==> src/smps_pkg.sv <==
// shared constants for the serial mux port status block
// Notes on behaviour
// - receiver posts two-bit flag per received character
// - parity flagged only when not inhibited
// - overload when previous character not yet stored
// - missing stop bit flags break or framing
// - any error flag sets input-done and interrupt
// - simultaneous errors keep the highest flag code
// - busy output during echo sets not-echoed, done
// - allocation option makes bit 6 address msb
// - storing while input-done set flags service overload
// - allocation option: bit 7 ors both conditions
// - done-causing character lands in upper byte
// - buffered characters skip control word except full
// - mid-word buffer end posts last word's right byte
// - single or control output sets done on fetch
// - auto output sets done on last fetch
// - special character ends auto output, sets done
// - device status change always sets output-done
// - interrupt raised together with output-done
// - no output while output-done stays set
// - output-done set suppresses all port interrupts
// - interrupting characters are not echoed, except full
package smps_pkg;
    // register map, byte addresses
    localparam logic [7:0] A_PORT_STRIDE = 8'h08;
    localparam logic [7:0] A_OCW_OFS = 8'h04;
    localparam logic [7:0] A_CFG = 8'h80;
    localparam logic [7:0] A_STAT = 8'h84;
    localparam logic [15:0] CW_RST = 16'h0000;
    localparam logic CFG_RST = 1'b0;
    // input control word fields
    localparam int ICW_DONE = 0;
    localparam int ICW_MODE_LO = 1;
    localparam int ICW_MODE_HI = 2;
    localparam int ICW_SPEC = 3;
    localparam int ICW_FLAG_LO = 4;
    localparam int ICW_FLAG_HI = 5;
    localparam int ICW_NOECHO = 6;
    localparam int ICW_SVC = 7;
    localparam int CW_CHAR_LO = 8;
    localparam int CW_CHAR_HI = 15;
    // output control word fields
    localparam int OCW_DONE = 0;
    localparam int OCW_MODE_LO = 1;
    localparam int OCW_SPEC = 3;
    localparam int OCW_STAT = 4;
    localparam int OCW_PREV = 5;
    localparam int OCW_RSV = 6;
    localparam int OCW_CHG = 7;
    localparam int OCW_NOPAR = 8;
    // receiver flag codes
    localparam logic [1:0] FLG_NORM = 2'h0;
    localparam logic [1:0] FLG_PAR = 2'h1;
    localparam logic [1:0] FLG_OVL = 2'h2;
    localparam logic [1:0] FLG_BRK = 2'h3;
    // modes
    localparam logic [1:0] IN_SINGLE = 2'h0;
    localparam logic [1:0] IN_ECHO = 2'h3;
    localparam logic [1:0] OUT_NONE = 2'h0;
    localparam logic [1:0] OUT_AUTO = 2'h1;
    localparam logic [1:0] OUT_CTRL = 2'h2;
    localparam logic [1:0] OUT_SINGLE = 2'h3;
    // bus codes
    localparam logic [2:0] HSIZE_WORD = 3'h2;
    localparam logic HRESP_OKAY = 1'b0;
    localparam int NPORT_DEF = 4;
endpackage

==> src/smps_rx_flags.sv <==
// receiver flag priority encoder
`timescale 1ns/1ps
module smps_rx_flags
    import smps_pkg::*;
(
    // error conditions
    input wire logic parity_err,
    input wire logic parity_off,
    input wire logic overload,
    input wire logic no_stop,
    // encoded flag
    output logic [1:0] flag
);
    wire par_hit = parity_err && !parity_off;
    // highest code wins when several coincide
    assign flag = no_stop ? FLG_BRK :
                  overload ? FLG_OVL :
                  par_hit ? FLG_PAR : FLG_NORM;
endmodule // smps_rx_flags

==> src/smps_out_done.sv <==
// output-done set conditions for one port
`timescale 1ns/1ps
module smps_out_done
    import smps_pkg::*;
(
    // control word state
    input wire logic [1:0] mode,
    input wire logic spec_req,
    input wire logic done,
    // port events
    input wire logic fetch,
    input wire logic last,
    input wire logic special_sent,
    input wire logic status_chg,
    // results
    output logic done_set,
    output logic irq,
    output logic tx_allow
);
    wire direct = (mode == OUT_SINGLE) || (mode == OUT_CTRL);
    wire is_auto = mode == OUT_AUTO;
    wire set_fetch = fetch && direct;
    wire set_last = fetch && last && is_auto;
    // done halts auto output until the program reloads
    wire set_spec = special_sent && spec_req && is_auto;
    assign done_set = set_fetch || set_last || set_spec
                      || status_chg;
    assign irq = done_set && !done;
    assign tx_allow = (mode != OUT_NONE) && !done;
endmodule // smps_out_done

==> src/smps_port_status.sv <==
// per-port control word status engine with ahb-lite access
//
// Design decisions made here: the placing of the registers and the AHB-Lite slave port.
`timescale 1ns/1ps
module smps_port_status
    import smps_pkg::*;
#(
    parameter int NPORT = NPORT_DEF,
    parameter int PW = 2
)(
    // clock and reset
    input wire logic hclk,
    input wire logic hresetn,
    // ahb-lite slave
    input wire logic hsel,
    input wire logic [7:0] haddr,
    input wire logic [1:0] htrans,
    input wire logic hwrite,
    input wire logic [2:0] hsize,
    input wire logic [31:0] hwdata,
    input wire logic hready,
    output logic [31:0] hrdata,
    output logic hreadyout,
    output logic hresp,
    // receiver side
    input wire logic rx_valid,
    input wire logic [PW-1:0] rx_port,
    input wire logic [7:0] rx_char,
    input wire logic rx_parity_err,
    input wire logic rx_no_stop,
    input wire logic rx_special,
    input wire logic rx_buf_full,
    input wire logic rx_mid_word,
    input wire logic [7:0] rx_last_byte,
    // data channel
    input wire logic dch_grant,
    output logic dch_wr,
    output logic [PW-1:0] dch_port,
    output logic [15:0] dch_icw,
    output logic buf_wr,
    output logic [7:0] buf_char,
    output logic echo_req,
    // transmit side
    input wire logic [NPORT-1:0] out_busy,
    input wire logic [NPORT-1:0] tx_fetch,
    input wire logic [NPORT-1:0] tx_last,
    input wire logic [NPORT-1:0] tx_special_sent,
    input wire logic [NPORT-1:0] dev_status,
    output logic [NPORT-1:0] tx_allow,
    // port interrupts
    output logic [NPORT-1:0] port_irq
);
    // control words and pending receive state
    logic [15:0] icw_reg [NPORT];
    logic [15:0] ocw_reg [NPORT];
    logic [15:0] icw_sw [NPORT];
    logic pend_v_reg [NPORT];
    logic [7:0] pend_char_reg [NPORT];
    logic [1:0] pend_flag_reg [NPORT];
    logic pend_spec_reg [NPORT];
    logic pend_full_reg [NPORT];
    logic pend_mid_reg [NPORT];
    logic [7:0] pend_lb_reg [NPORT];
    logic irq_reg [NPORT];
    logic opt_reg;
    logic dp_wr_reg;
    logic [7:0] dp_addr_reg;
    logic [31:0] hrdata_reg;
    logic dch_wr_reg;
    logic [PW-1:0] dch_port_reg;
    logic [15:0] dch_icw_reg;
    logic buf_wr_reg;
    logic [7:0] buf_char_reg;
    logic echo_reg;
    logic [PW-1:0] lpp_reg;
    logic [PW-1:0] lrx_reg;
    logic [PW-1:0] post_port;
    logic post_any;
    logic [31:0] pend_vec;
    logic [1:0] rx_flag;

    // bus front end: zero wait states, always okay
    wire take = hsel && hready && htrans[1];
    wire word_ok = hsize == HSIZE_WORD;
    wire [PW-1:0] rd_idx = haddr[PW+2:3];
    wire rd_in_port = haddr[7:3] < 5'(NPORT);
    wire [15:0] rd_cw = haddr[2] ? ocw_reg[rd_idx] : icw_reg[rd_idx];
    wire [31:0] stat_word = pend_vec | (32'(tx_allow) << 16);
    wire [31:0] rd_word = rd_in_port ? {16'h0000, rd_cw} :
                          (haddr == A_CFG) ? {31'h00000000, opt_reg} :
                          (haddr == A_STAT) ? stat_word : 32'h00000000;
    wire wr_go = dp_wr_reg;
    wire [PW-1:0] wr_idx = dp_addr_reg[PW+2:3];
    wire wr_in_port = dp_addr_reg[7:3] < 5'(NPORT);
    wire wr_ocw = dp_addr_reg[2];
    wire wr_cfg = wr_go && (dp_addr_reg == A_CFG);

    assign hrdata = hrdata_reg;
    assign hreadyout = 1'b1;
    assign hresp = HRESP_OKAY;

    always_ff @(posedge hclk or negedge hresetn)
    begin
        if (!hresetn)
        begin
            dp_wr_reg <= 1'b0;
            dp_addr_reg <= 8'h00;
            hrdata_reg <= 32'h00000000;
            opt_reg <= CFG_RST;
        end
        else
        begin
            dp_wr_reg <= take && hwrite && word_ok;
            if (take)
                dp_addr_reg <= haddr;
            if (take && !hwrite)
                hrdata_reg <= rd_word;
            if (wr_cfg)
                opt_reg <= hwdata[0];
        end
    end

    // pending vector for the status word
    always_comb
    begin
        pend_vec = 32'h00000000;
        for (int i = 0; i < NPORT; i++)
            pend_vec[i] = pend_v_reg[i];
    end

    // lowest pending port gets the next channel cycle
    always_comb
    begin
        post_port = '0;
        post_any = 1'b0;
        for (int i = NPORT - 1; i >= 0; i--)
            if (pend_v_reg[i])
            begin
                post_port = PW'(i);
                post_any = 1'b1;
            end
    end
    wire post = post_any && dch_grant;

    // receive flag for the arriving character
    wire rx_posting = post && (post_port == rx_port);
    wire rx_ovl = pend_v_reg[rx_port] && !rx_posting;
    smps_rx_flags u_flags (
        .parity_err(rx_parity_err),
        .parity_off(ocw_reg[rx_port][OCW_NOPAR]),
        .overload(rx_ovl),
        .no_stop(rx_no_stop),
        .flag(rx_flag)
    );

    // posting of the selected port's input control word
    wire [15:0] pc = icw_sw[post_port];
    wire [1:0] pmode = pc[ICW_MODE_HI:ICW_MODE_LO];
    wire [1:0] pflag = pend_flag_reg[post_port];
    wire pauto = pc[ICW_MODE_HI];
    wire perr = pflag != FLG_NORM;
    wire pspec = pend_spec_reg[post_port] && pc[ICW_SPEC];
    wire pfull = pend_full_reg[post_port];
    wire echo_try = (pmode == IN_ECHO) && !perr && !pspec;
    wire noecho = echo_try && out_busy[post_port];
    wire done_cause = (pmode == IN_SINGLE) || !pauto || perr || pspec
                      || pfull || noecho;
    wire svc = pc[ICW_DONE];
    wire pmid = pfull && pend_mid_reg[post_port];
    wire [7:0] pchar = pmid ? pend_lb_reg[post_port]
                            : pend_char_reg[post_port];
    wire to_buf = pauto && (!done_cause || pfull);
    wire [15:0] post_icw;
    assign post_icw[ICW_DONE] = pc[ICW_DONE] | done_cause;
    assign post_icw[ICW_SPEC:ICW_MODE_LO] = pc[ICW_SPEC:ICW_MODE_LO];
    assign post_icw[ICW_FLAG_HI:ICW_FLAG_LO] = pflag;
    // with allocation the bit is address, left as software set it
    assign post_icw[ICW_NOECHO] = opt_reg ? pc[ICW_NOECHO]
                                  : (pc[ICW_NOECHO] | noecho);
    assign post_icw[ICW_SVC] = pc[ICW_SVC] | svc
                               | (opt_reg & noecho);
    assign post_icw[CW_CHAR_HI:CW_CHAR_LO] = done_cause ? pchar
        : pc[CW_CHAR_HI:CW_CHAR_LO];

    always_ff @(posedge hclk or negedge hresetn)
    begin
        if (!hresetn)
        begin
            dch_wr_reg <= 1'b0;
            dch_port_reg <= '0;
            dch_icw_reg <= CW_RST;
            buf_wr_reg <= 1'b0;
            buf_char_reg <= 8'h00;
            echo_reg <= 1'b0;
            lpp_reg <= '0;
            lrx_reg <= '0;
        end
        else
        begin
            dch_wr_reg <= post;
            dch_port_reg <= post_port;
            dch_icw_reg <= post_icw;
            buf_wr_reg <= post && to_buf;
            buf_char_reg <= pend_char_reg[post_port];
            echo_reg <= post && echo_try && !out_busy[post_port];
            lpp_reg <= post_port;
            lrx_reg <= rx_port;
        end
    end
    assign dch_wr = dch_wr_reg;
    assign dch_port = dch_port_reg;
    assign dch_icw = dch_icw_reg;
    assign buf_wr = buf_wr_reg;
    assign buf_char = buf_char_reg;
    assign echo_req = echo_reg;

    for (genvar p = 0; p < NPORT; p++)
    begin : g_port
        wire sw_hit = wr_go && wr_in_port && (wr_idx == PW'(p));
        wire sw_icw = sw_hit && !wr_ocw;
        wire sw_ocw = sw_hit && wr_ocw;
        wire posted = post && (post_port == PW'(p));
        wire rx_hit = rx_valid && (rx_port == PW'(p));
        wire chg = dev_status[p] != ocw_reg[p][OCW_STAT];
        wire [15:0] ocw_sw = sw_ocw ? hwdata[15:0] : ocw_reg[p];
        wire [15:0] ocw_nx;
        wire in_irq = posted && done_cause;
        logic dset;
        logic oirq;
        // hardware updates land on top of software writes
        assign icw_sw[p] = sw_icw ? hwdata[15:0] : icw_reg[p];
        smps_out_done u_done (
            .mode(ocw_reg[p][OCW_MODE_LO+1:OCW_MODE_LO]),
            .spec_req(ocw_reg[p][OCW_SPEC]),
            .done(ocw_reg[p][OCW_DONE]),
            .fetch(tx_fetch[p]),
            .last(tx_last[p]),
            .special_sent(tx_special_sent[p]),
            .status_chg(chg),
            .done_set(dset),
            .irq(oirq),
            .tx_allow(tx_allow[p])
        );
        assign ocw_nx[OCW_DONE] = ocw_sw[OCW_DONE] | dset;
        assign ocw_nx[OCW_SPEC:OCW_MODE_LO] = ocw_sw[OCW_SPEC:OCW_MODE_LO];
        assign ocw_nx[OCW_STAT] = dev_status[p];
        assign ocw_nx[OCW_PREV] = ocw_reg[p][OCW_STAT];
        assign ocw_nx[OCW_RSV] = ocw_sw[OCW_RSV];
        assign ocw_nx[OCW_CHG] = ocw_sw[OCW_CHG] | chg;
        assign ocw_nx[CW_CHAR_HI:CW_CHAR_LO] =
            ocw_sw[CW_CHAR_HI:CW_CHAR_LO];
        assign port_irq[p] = irq_reg[p];

        always_ff @(posedge hclk or negedge hresetn)
        begin
            if (!hresetn)
            begin
                icw_reg[p] <= CW_RST;
                ocw_reg[p] <= CW_RST;
                irq_reg[p] <= 1'b0;
            end
            else
            begin
                icw_reg[p] <= posted ? post_icw : icw_sw[p];
                ocw_reg[p] <= ocw_nx;
                // done gates input and output interrupts alike
                irq_reg[p] <= (in_irq || oirq)
                              && !ocw_reg[p][OCW_DONE];
            end
        end

        // a new arrival replaces the held one, flag included, with its own rx_flag
        always_ff @(posedge hclk or negedge hresetn)
        begin
            if (!hresetn)
            begin
                pend_v_reg[p] <= 1'b0;
                pend_char_reg[p] <= 8'h00;
                pend_flag_reg[p] <= FLG_NORM;
                pend_spec_reg[p] <= 1'b0;
                pend_full_reg[p] <= 1'b0;
                pend_mid_reg[p] <= 1'b0;
                pend_lb_reg[p] <= 8'h00;
            end
            else if (rx_hit)
            begin
                pend_v_reg[p] <= 1'b1;
                pend_char_reg[p] <= rx_char;
                pend_flag_reg[p] <= rx_flag;
                pend_spec_reg[p] <= rx_special;
                pend_full_reg[p] <= rx_buf_full;
                pend_mid_reg[p] <= rx_mid_word;
                pend_lb_reg[p] <= rx_last_byte;
            end
            else if (posted)
                pend_v_reg[p] <= 1'b0;
        end

    end
endmodule // smps_port_status

==> config.mk <==
export PLATFORM = sky130hd
export DESIGN_NAME = smps_port_status
export DESIGN_NICKNAME = d
export VERILOG_FILES = /design/src/smps_pkg.sv /design/src/smps_rx_flags.sv /design/src/smps_out_done.sv /design/src/smps_port_status.sv
export SDC_FILE = /design/constraint.sdc
export NUM_CORES = 1
export LEC_CHECK = 0
export BUFFER_PORTS_ARGS = -buffer_cell sky130_fd_sc_hd__buf_2
export CORE_MARGIN = 3
export CORE_UTILIZATION = 30
export DETAILED_ROUTE_END_ITERATION = 8
export SYNTH_ARGS = -nofsm -noshare
export SYNTH_HDL_FRONTEND = slang
export SYNTH_SLANG_ARGS = --single-unit
==> constraint.sdc <==
create_clock -name hclk -period 2.73 [get_ports hclk]
set_clock_uncertainty 0.05 [all_clocks]
set_input_delay 0.546 -clock hclk [delete_from_list [all_inputs] [get_ports hclk]]
set_output_delay 0.546 -clock hclk [all_outputs]
set_load 0.1 [all_outputs]
* Word level (Yosys, flattened, before mapping)
Index checks and enable logic that the tools add are counted. Widths: inputs -> output; s select.
Cells by class: equality and inequality tests 31, bitwise operators 17, $lt $le $gt $ge 6, div/mod/pow operators 0, $add $sub $neg 0, muxes and demuxes 73, reduce and logical (&&, ||, !) cells 128, multipliers 0, shift operators 0
Operator list (count):
- $mux 16 | 15
- $bmux 16 s2 | 4
- $mux 8 | 10
- $logic_and 1x1->1 | 76
- $mux 20 | 3
- $bmux 8 s2 | 2
- $eq 2x2->1 const B | 15
- $logic_or 1x1->1 | 26
- $eq 8x8->1 const B | 3
- $mux 1 | 23
- $or 4x20->20 | 1
- $mux 9 | 2
- $reduce_bool 2->1 | 9
- $mux 2 | 8
- $eq 2x1->1 const B | 7
- $logic_not 1->1 | 13
- $or 1x1->1 | 12
- $bmux 1 s2 | 5
- $lt 5x3->1 const B | 2
- $ge 3x3->1 const B | 3
- $not 2->3 | 3
- $logic_not 2->1 | 4
- $bmux 2 s2 | 1
- $ne 1x1->1 | 4
- 4 further kinds | 4
Word-level totals: output and inout port bits 71, logic and storage cells 309, input port bits 95, latch bits 0, memory bits (read-only) 0, memory bits (writable) 0, memories kept 0, register bits after elaboration 291

* Depth between registers and ports, before layout
word-level depth 18, gate-level depth with buffers 11, depth with buffers taken out 7

* Hierarchy
A second synthesis with hierarchy kept.
Unflattened totals: cells, all modules 1198, area total of the unflattened synthesis 13949.6 sq um
Modules (own cells, without submodules):
- smps_port_status | seq. area each 6981.7 sq um, times used 1, cells an instance 1171, area an instance 13736.9 sq um
- smps_out_done | seq. area each 0.0 sq um, times used 4, cells an instance 6, area an instance 48.8 sq um
- smps_rx_flags | seq. area each 0.0 sq um, times used 1, cells an instance 3, area an instance 17.5 sq um

* Worst setup path after synthesis
No wires, ideal clock.
path kind reg2reg, start register dp_addr_reg[7], end register icw_reg[45] (netlist name), arrival time 2.794 ns, path buffers 4, data required time 2.555 ns, stages on the path, launching flop included 12, clock period less this slack 2.969 ns, library setup time 0.125 ns, path slack -0.239 ns, cell sequence dfrtp_1 > buf_2 > and4bb_1 > buf_4 > nand2_4 > mux2_4 > a2111o_1 > a2111o_1 > buf_4 > buf_6 > nor3_1 > nor3_1
Between the ends: elaborated cells between the ends (all ways) 32, classes of those cells order compare (1); eq/ne (1); mux (9); reduce/logical (21)
RTL lines:
- from (decl) | RTL line smps_port_status.sv:67 | logic [7:0] dp_addr_reg;
- from (signal assigned) | RTL line smps_port_status.sv:115 | dp_addr_reg <= haddr;
- $lt 5x3->1 * | RTL line smps_port_status.sv:94 | wire wr_in_port = dp_addr_reg[7:3] < 5'(NPORT);
- $logic_and 1x1->1 * | RTL line smps_port_status.sv:219 | wire sw_hit = wr_go && wr_in_port && (wr_idx == PW'(p));
- $logic_and 1x1->1 | RTL line smps_port_status.sv:219
- $logic_and 1x1->1 | RTL line smps_port_status.sv:220 | wire sw_icw = sw_hit && !wr_ocw;
- $mux 16 | RTL line smps_port_status.sv:231 | assign icw_sw[p] = sw_icw ? hwdata[15:0] : icw_reg[p];
- $bmux 16 s2 * | RTL line smps_port_status.sv:157 | wire [15:0] pc = icw_sw[post_port];
- $mux 16 (implied by the code) * (2 in a row) | RTL line smps_port_status.sv:157
- via pc[3] | RTL line smps_port_status.sv:157
- $logic_and 1x1->1 * | RTL line smps_port_status.sv:162 | wire pspec = pend_spec_reg[post_port] && pc[ICW_SPEC];
- $logic_not 1->1 | RTL line smps_port_status.sv:164 | wire echo_try = (pmode == IN_ECHO) && !perr && !pspec;
- $logic_and 1x1->1 | RTL line smps_port_status.sv:164
- $logic_and 1x1->1 | RTL line smps_port_status.sv:165 | wire noecho = echo_try && out_busy[post_port];
- $logic_or 1x1->1 * | RTL line smps_port_status.sv:167 | || pfull || noecho;
- $mux 8 * | RTL line smps_port_status.sv:182 | assign post_icw[CW_CHAR_HI:CW_CHAR_LO] = done_cause ? pchar
- $mux 16 * | RTL line smps_port_status.sv:264 | icw_reg[p] <= posted ? post_icw : icw_sw[p];
- to (signal, indexed assignment) | RTL line smps_port_status.sv:264
- to (decl) | RTL line smps_port_status.sv:54 | logic [15:0] icw_reg [NPORT];
The timed path passes the listed nets; every way through them passes the cells marked *. The select of a mux whose other input is x is not followed. A chain may end at the register's enable or synchronous reset.

* Final worst setup path
start register dp_addr_reg[3], end register icw_reg[39] (netlist name)
Between the ends: word-level cells in the longest chain between the ends 15, elaborated cells between the ends (all ways) 31, classes of those cells order compare (1); eq/ne (4); mux (8); bitwise (3); reduce/logical (15)
Ends and longest elaborated chain:
- $lt 5x3->1 | RTL line smps_port_status.sv:94
- $logic_and 1x1->1 (2 in a row) | RTL line smps_port_status.sv:219
- $logic_and 1x1->1 | RTL line smps_port_status.sv:220
- $mux 16 | RTL line smps_port_status.sv:231
- $bmux 16 s2 * | RTL line smps_port_status.sv:157
- $mux 16 (implied by the code) * (2 in a row) | RTL line smps_port_status.sv:157
- via pc[3] | RTL line smps_port_status.sv:157
- $logic_and 1x1->1 * | RTL line smps_port_status.sv:162
- $logic_not 1->1 * | RTL line smps_port_status.sv:164
- $logic_and 1x1->1 * | RTL line smps_port_status.sv:164
- $logic_and 1x1->1 * | RTL line smps_port_status.sv:165
- $and 1x1->1 * | RTL line smps_port_status.sv:181 | | (opt_reg & noecho);
- $or 1x1->1 * | RTL line smps_port_status.sv:181
- $mux 16 * | RTL line smps_port_status.sv:264
Marked as above.

==> key figures <==
Critical path
  – Setup CP Type: reg -> reg
  – Reg2Reg Launch Point: dp_addr_reg[3]
  – Worst path cell trace: or4b_4 -> o21ai_4 -> a21oi_2 -> a2111o_1 -> buf_6 -> a2111oi_4 -> buf_6 -> buf_6 -> a31oi_4 -> mux2i_1
  – Cell mode on critical path: buf_6
  – Data required time of the critical path: about 3.2 ns
  – Reg2Reg Setup Slack: -0.35 ns
  – Startpoint Class: register
  – Crit path capture type: register
  – Slowest stage cell, crit path: or4b_4
  – R2r endpoint: icw_reg[39]
  – CP max stage delay: about 0.57 ns
  – Critical Path Fanout Max: 8
  – Crit path DAT: 3.51 ns
  – Reg2reg path depth: 10

Clocking
  – Worst skew pair latency: 0.57 ns
  – Clock root buffer: clkbuf_16
  – Htree depth: 1
  – TritonCTS clock tree: yes
  – Clk buf depth: 3
  – Clk sink count: 279
  – CTS clk-pin slew, worst paths: 0.06 ns
  – CTS Buf Count: 30

Floorplanning
  – Starting Density: a little under a third
  – Die height: between 200 and 250 µm
  – Top-level I/O count: approximately 170
  – Core Area: ~0.046 mm²
  – Die area: slightly below 0.05 mm²
  – Die X: 221.4 µm
  – Row cnt: 78

Cells and area
  – Max reg flops: 60
  – Commonest cells after routing, fill and taps aside: 275 x dfrtp_1, 149 x buf_4, 145 x nand2_1
  – Post-Layout Cell Count: 2,141
  – Fraction of layout cells with a size suffix above 1: a little over two fifths
  – Most common cell after layout, fill and taps aside: dfrtp_1
  – Nets@finish: roughly 1,600
  – Area growth syn-to-layout: 32.10%
  – Final instance area: around 0.018 mm²

Placement
  – Placed cell area: 0.01632 mm²
  – Placed cell count: approximately 2,100
  – RD Place Congestion: approximately 0.9
  – HPWL after DPL: around 32,000 µm
  – I/O Buffers: approximately 130

Timing
  – Tcrit/Tclk final: 112.8%
  – Max frequency: 0.3247 GHz
  – Worst Tran Pin Value: roughly 0.75 ns
  – PnR worst setup slack: -0.3499 ns
  – Fin. Hold Viols: 0
  – Setup-failing EPs final: 61
  – WHS: approximately 0.068 ns
  – Post-layout min period: approximately 3.1 ns
  – Max_slew headroom: roughly half
  – Unrepaired setup endpoints after global routing: yes
  – Slew Viols, Final: 0

Logic synthesis
  – Main area contributors after synthesis: dfrtp_1 50%, mux2_2 11%, mux4_2 5.5%
  – Leading area contributor after synthesis: dfrtp_1
  – Yosys warns: 0
  – Mapped cell area: approximately 0.014 mm²
  – Combinational family with the most area after synthesis: multiplexers
  – Most used DFF post-synth: dfrtp_1
  – Post-synth ARST share: 100.0%
  – Compound-gate portion of the synthesized area: roughly 11%
  – Mapped Cells: around 1,300
  – Top cell type's share of synthesized area: 50.17%
  – Flops & latches, synth: ~280
  – EDFF count, synth: 0
  – Simple-Gate Fraction of Synth Area: a little over an eighth
  – Post-synthesis xor/xnor area fraction: less than 1%
  – Register area share after synthesis: roughly half
  – Mean Syn Cell Area: around 11 µm²
  – Post-synth cell types: a little over 60
  – Multiplexer area fraction after synthesis: between 20 and 25%
  – Adder-Cell Fraction of Synth Area: 0%

Routing
  – Vias per cell: 5.404
  – Pre-antenna DRT Iters: 5
  – Vias: 11,570
  – Routed WL: ~46,000 µm
  – DR WL/cell: 21.47 µm
  – Initial drt markers: around 1,100
  – # DRC: 0
  – Post-route ant nets: 0

GRT
  – Number of global-route vias before repair: ~11,000
  – Pin count of the biggest net entering global routing: 61
  – Initial antenna violation count: 7
  – Global-route usage over all layers: between 15 and 20%
  – First-pass GRT wire length: roughly 69,000 µm
  – Total congestion overflow: 0

Hold path
  – Hold Crit Endpoint: g_port[1].ocw_nx[5]
  – Hold path startpoint: dev_status[1]
  – Min-Delay Path Class: in -> reg
  – WHS Path Cells: 1

Status
  – Outcome: finished with violations
  – Failing checks: setup timing

Power and ir drop
  – Leak: around 8 nW
  – Max VDD drop: ~0.00096 V
  – Cell Pwr Density: 929.7 mW/mm²

Run
  – MaxCap Viol Count: 0
-- final cells by class --
type	instances	area, µm²
tap	600	750.7
antenna	2	5.005
clock buffer	42	867.1
inverter	7	26.28
clock inverter	11	158.9
fill	4339	27190
multi-input combinational	881	7203
timing repair buffer	319	2386
sequential	279	6987
-- how the worst max path moves through the flow --
stage                   startpoint  depth (start not counted)           to  slack (ns)
floorplan           dp_addr_reg[7]                          9   dch_icw[0]       -0.13
global placement    dp_addr_reg[4]                         11       buf_wr       -0.37
detailed placement  dp_addr_reg[4]                          9  icw_reg[15]       -0.43
CTS                 dp_addr_reg[5]                         12       buf_wr       -0.28
global route        dp_addr_reg[3]                         10  icw_reg[39]       -0.39
finish              dp_addr_reg[3]                         10  icw_reg[39]       -0.35
-- metrics by stage --
step                power (mW)  util, %  worst slack [ns]  setup TNS (ns)
detailed placement       11.98    35.80           -0.4347          -19.51
global route             17.84    40.33           -0.3877          -18.65
CTS                      16.64    39.03           -0.2833          -11.68
floorplan                9.572        -           -0.1307          -4.829
finish                   17.09    40.34           -0.3499          -15.47
global placement         11.90    35.80           -0.3749          -16.14
-- worst max-delay path, delay by kind of cell (launching register included) --
family | cells | cell delay (ns)
AO/OA/AOI/OAI | 5 | 1.16
buffers and inverters | 3 | 0.54
flip-flops | 1 | 0.46
multiplexers | 1 | 0.20
AND/OR/NAND/NOR | 1 | 0.57
-- cell usage after synthesis (25+ instances only) --
cell,count
o21ai_0,97
a21oi_1,86
mux2i_1,55
dfrtp_1,279
nand2_1,147
nand3_1,47
and3_1,33
nor3_1,63
clkbuf_1,72
mux4_2,34
nor2_1,25
mux2_2,136
-- cell families after synthesis --
logic type / after synthesis
multiplexers: 226
buffers and inverters: 119
flip-flops: 279
AO/OA/AOI/OAI: 257
other: 2
AND/OR/NAND/NOR: 378
XOR/XNOR: 6
-- power breakdown --
group	switching (mW)	total, mW	internal [mW]	leakage (nW)
Combinational	4.79	7.38	2.59	4.21
Sequential	0.467	5.45	4.99	3.32
Clock	1.69	4.26	2.57	0.510
Total	6.94	17.1	10.1	8.04
-- routing by layer --
metal	share of wire [%]	vias to the layer above	wire length (µm)	global-route usage, %
li1	-	5131	-	-
met1	43	5863	19720	24.55
met2	46	469	21160	28.05
met3	8.6	99	3955	4.948
met4	2.4	8	1092	3.864
met5	0.10	-	48	0
-- timing repair --
item                                    in CTS  in global routing
endpoints found under the setup margin      61                 61
resized for setup                           70                 88
gates cloned                                 0                  4
buffers inserted                            11                 13
pin swaps                                   16                 38
endpoints found under the hold margin       54                  0
hold buffers                                 1                  0
Note: power is estimated with default switching activity, not from simulation.
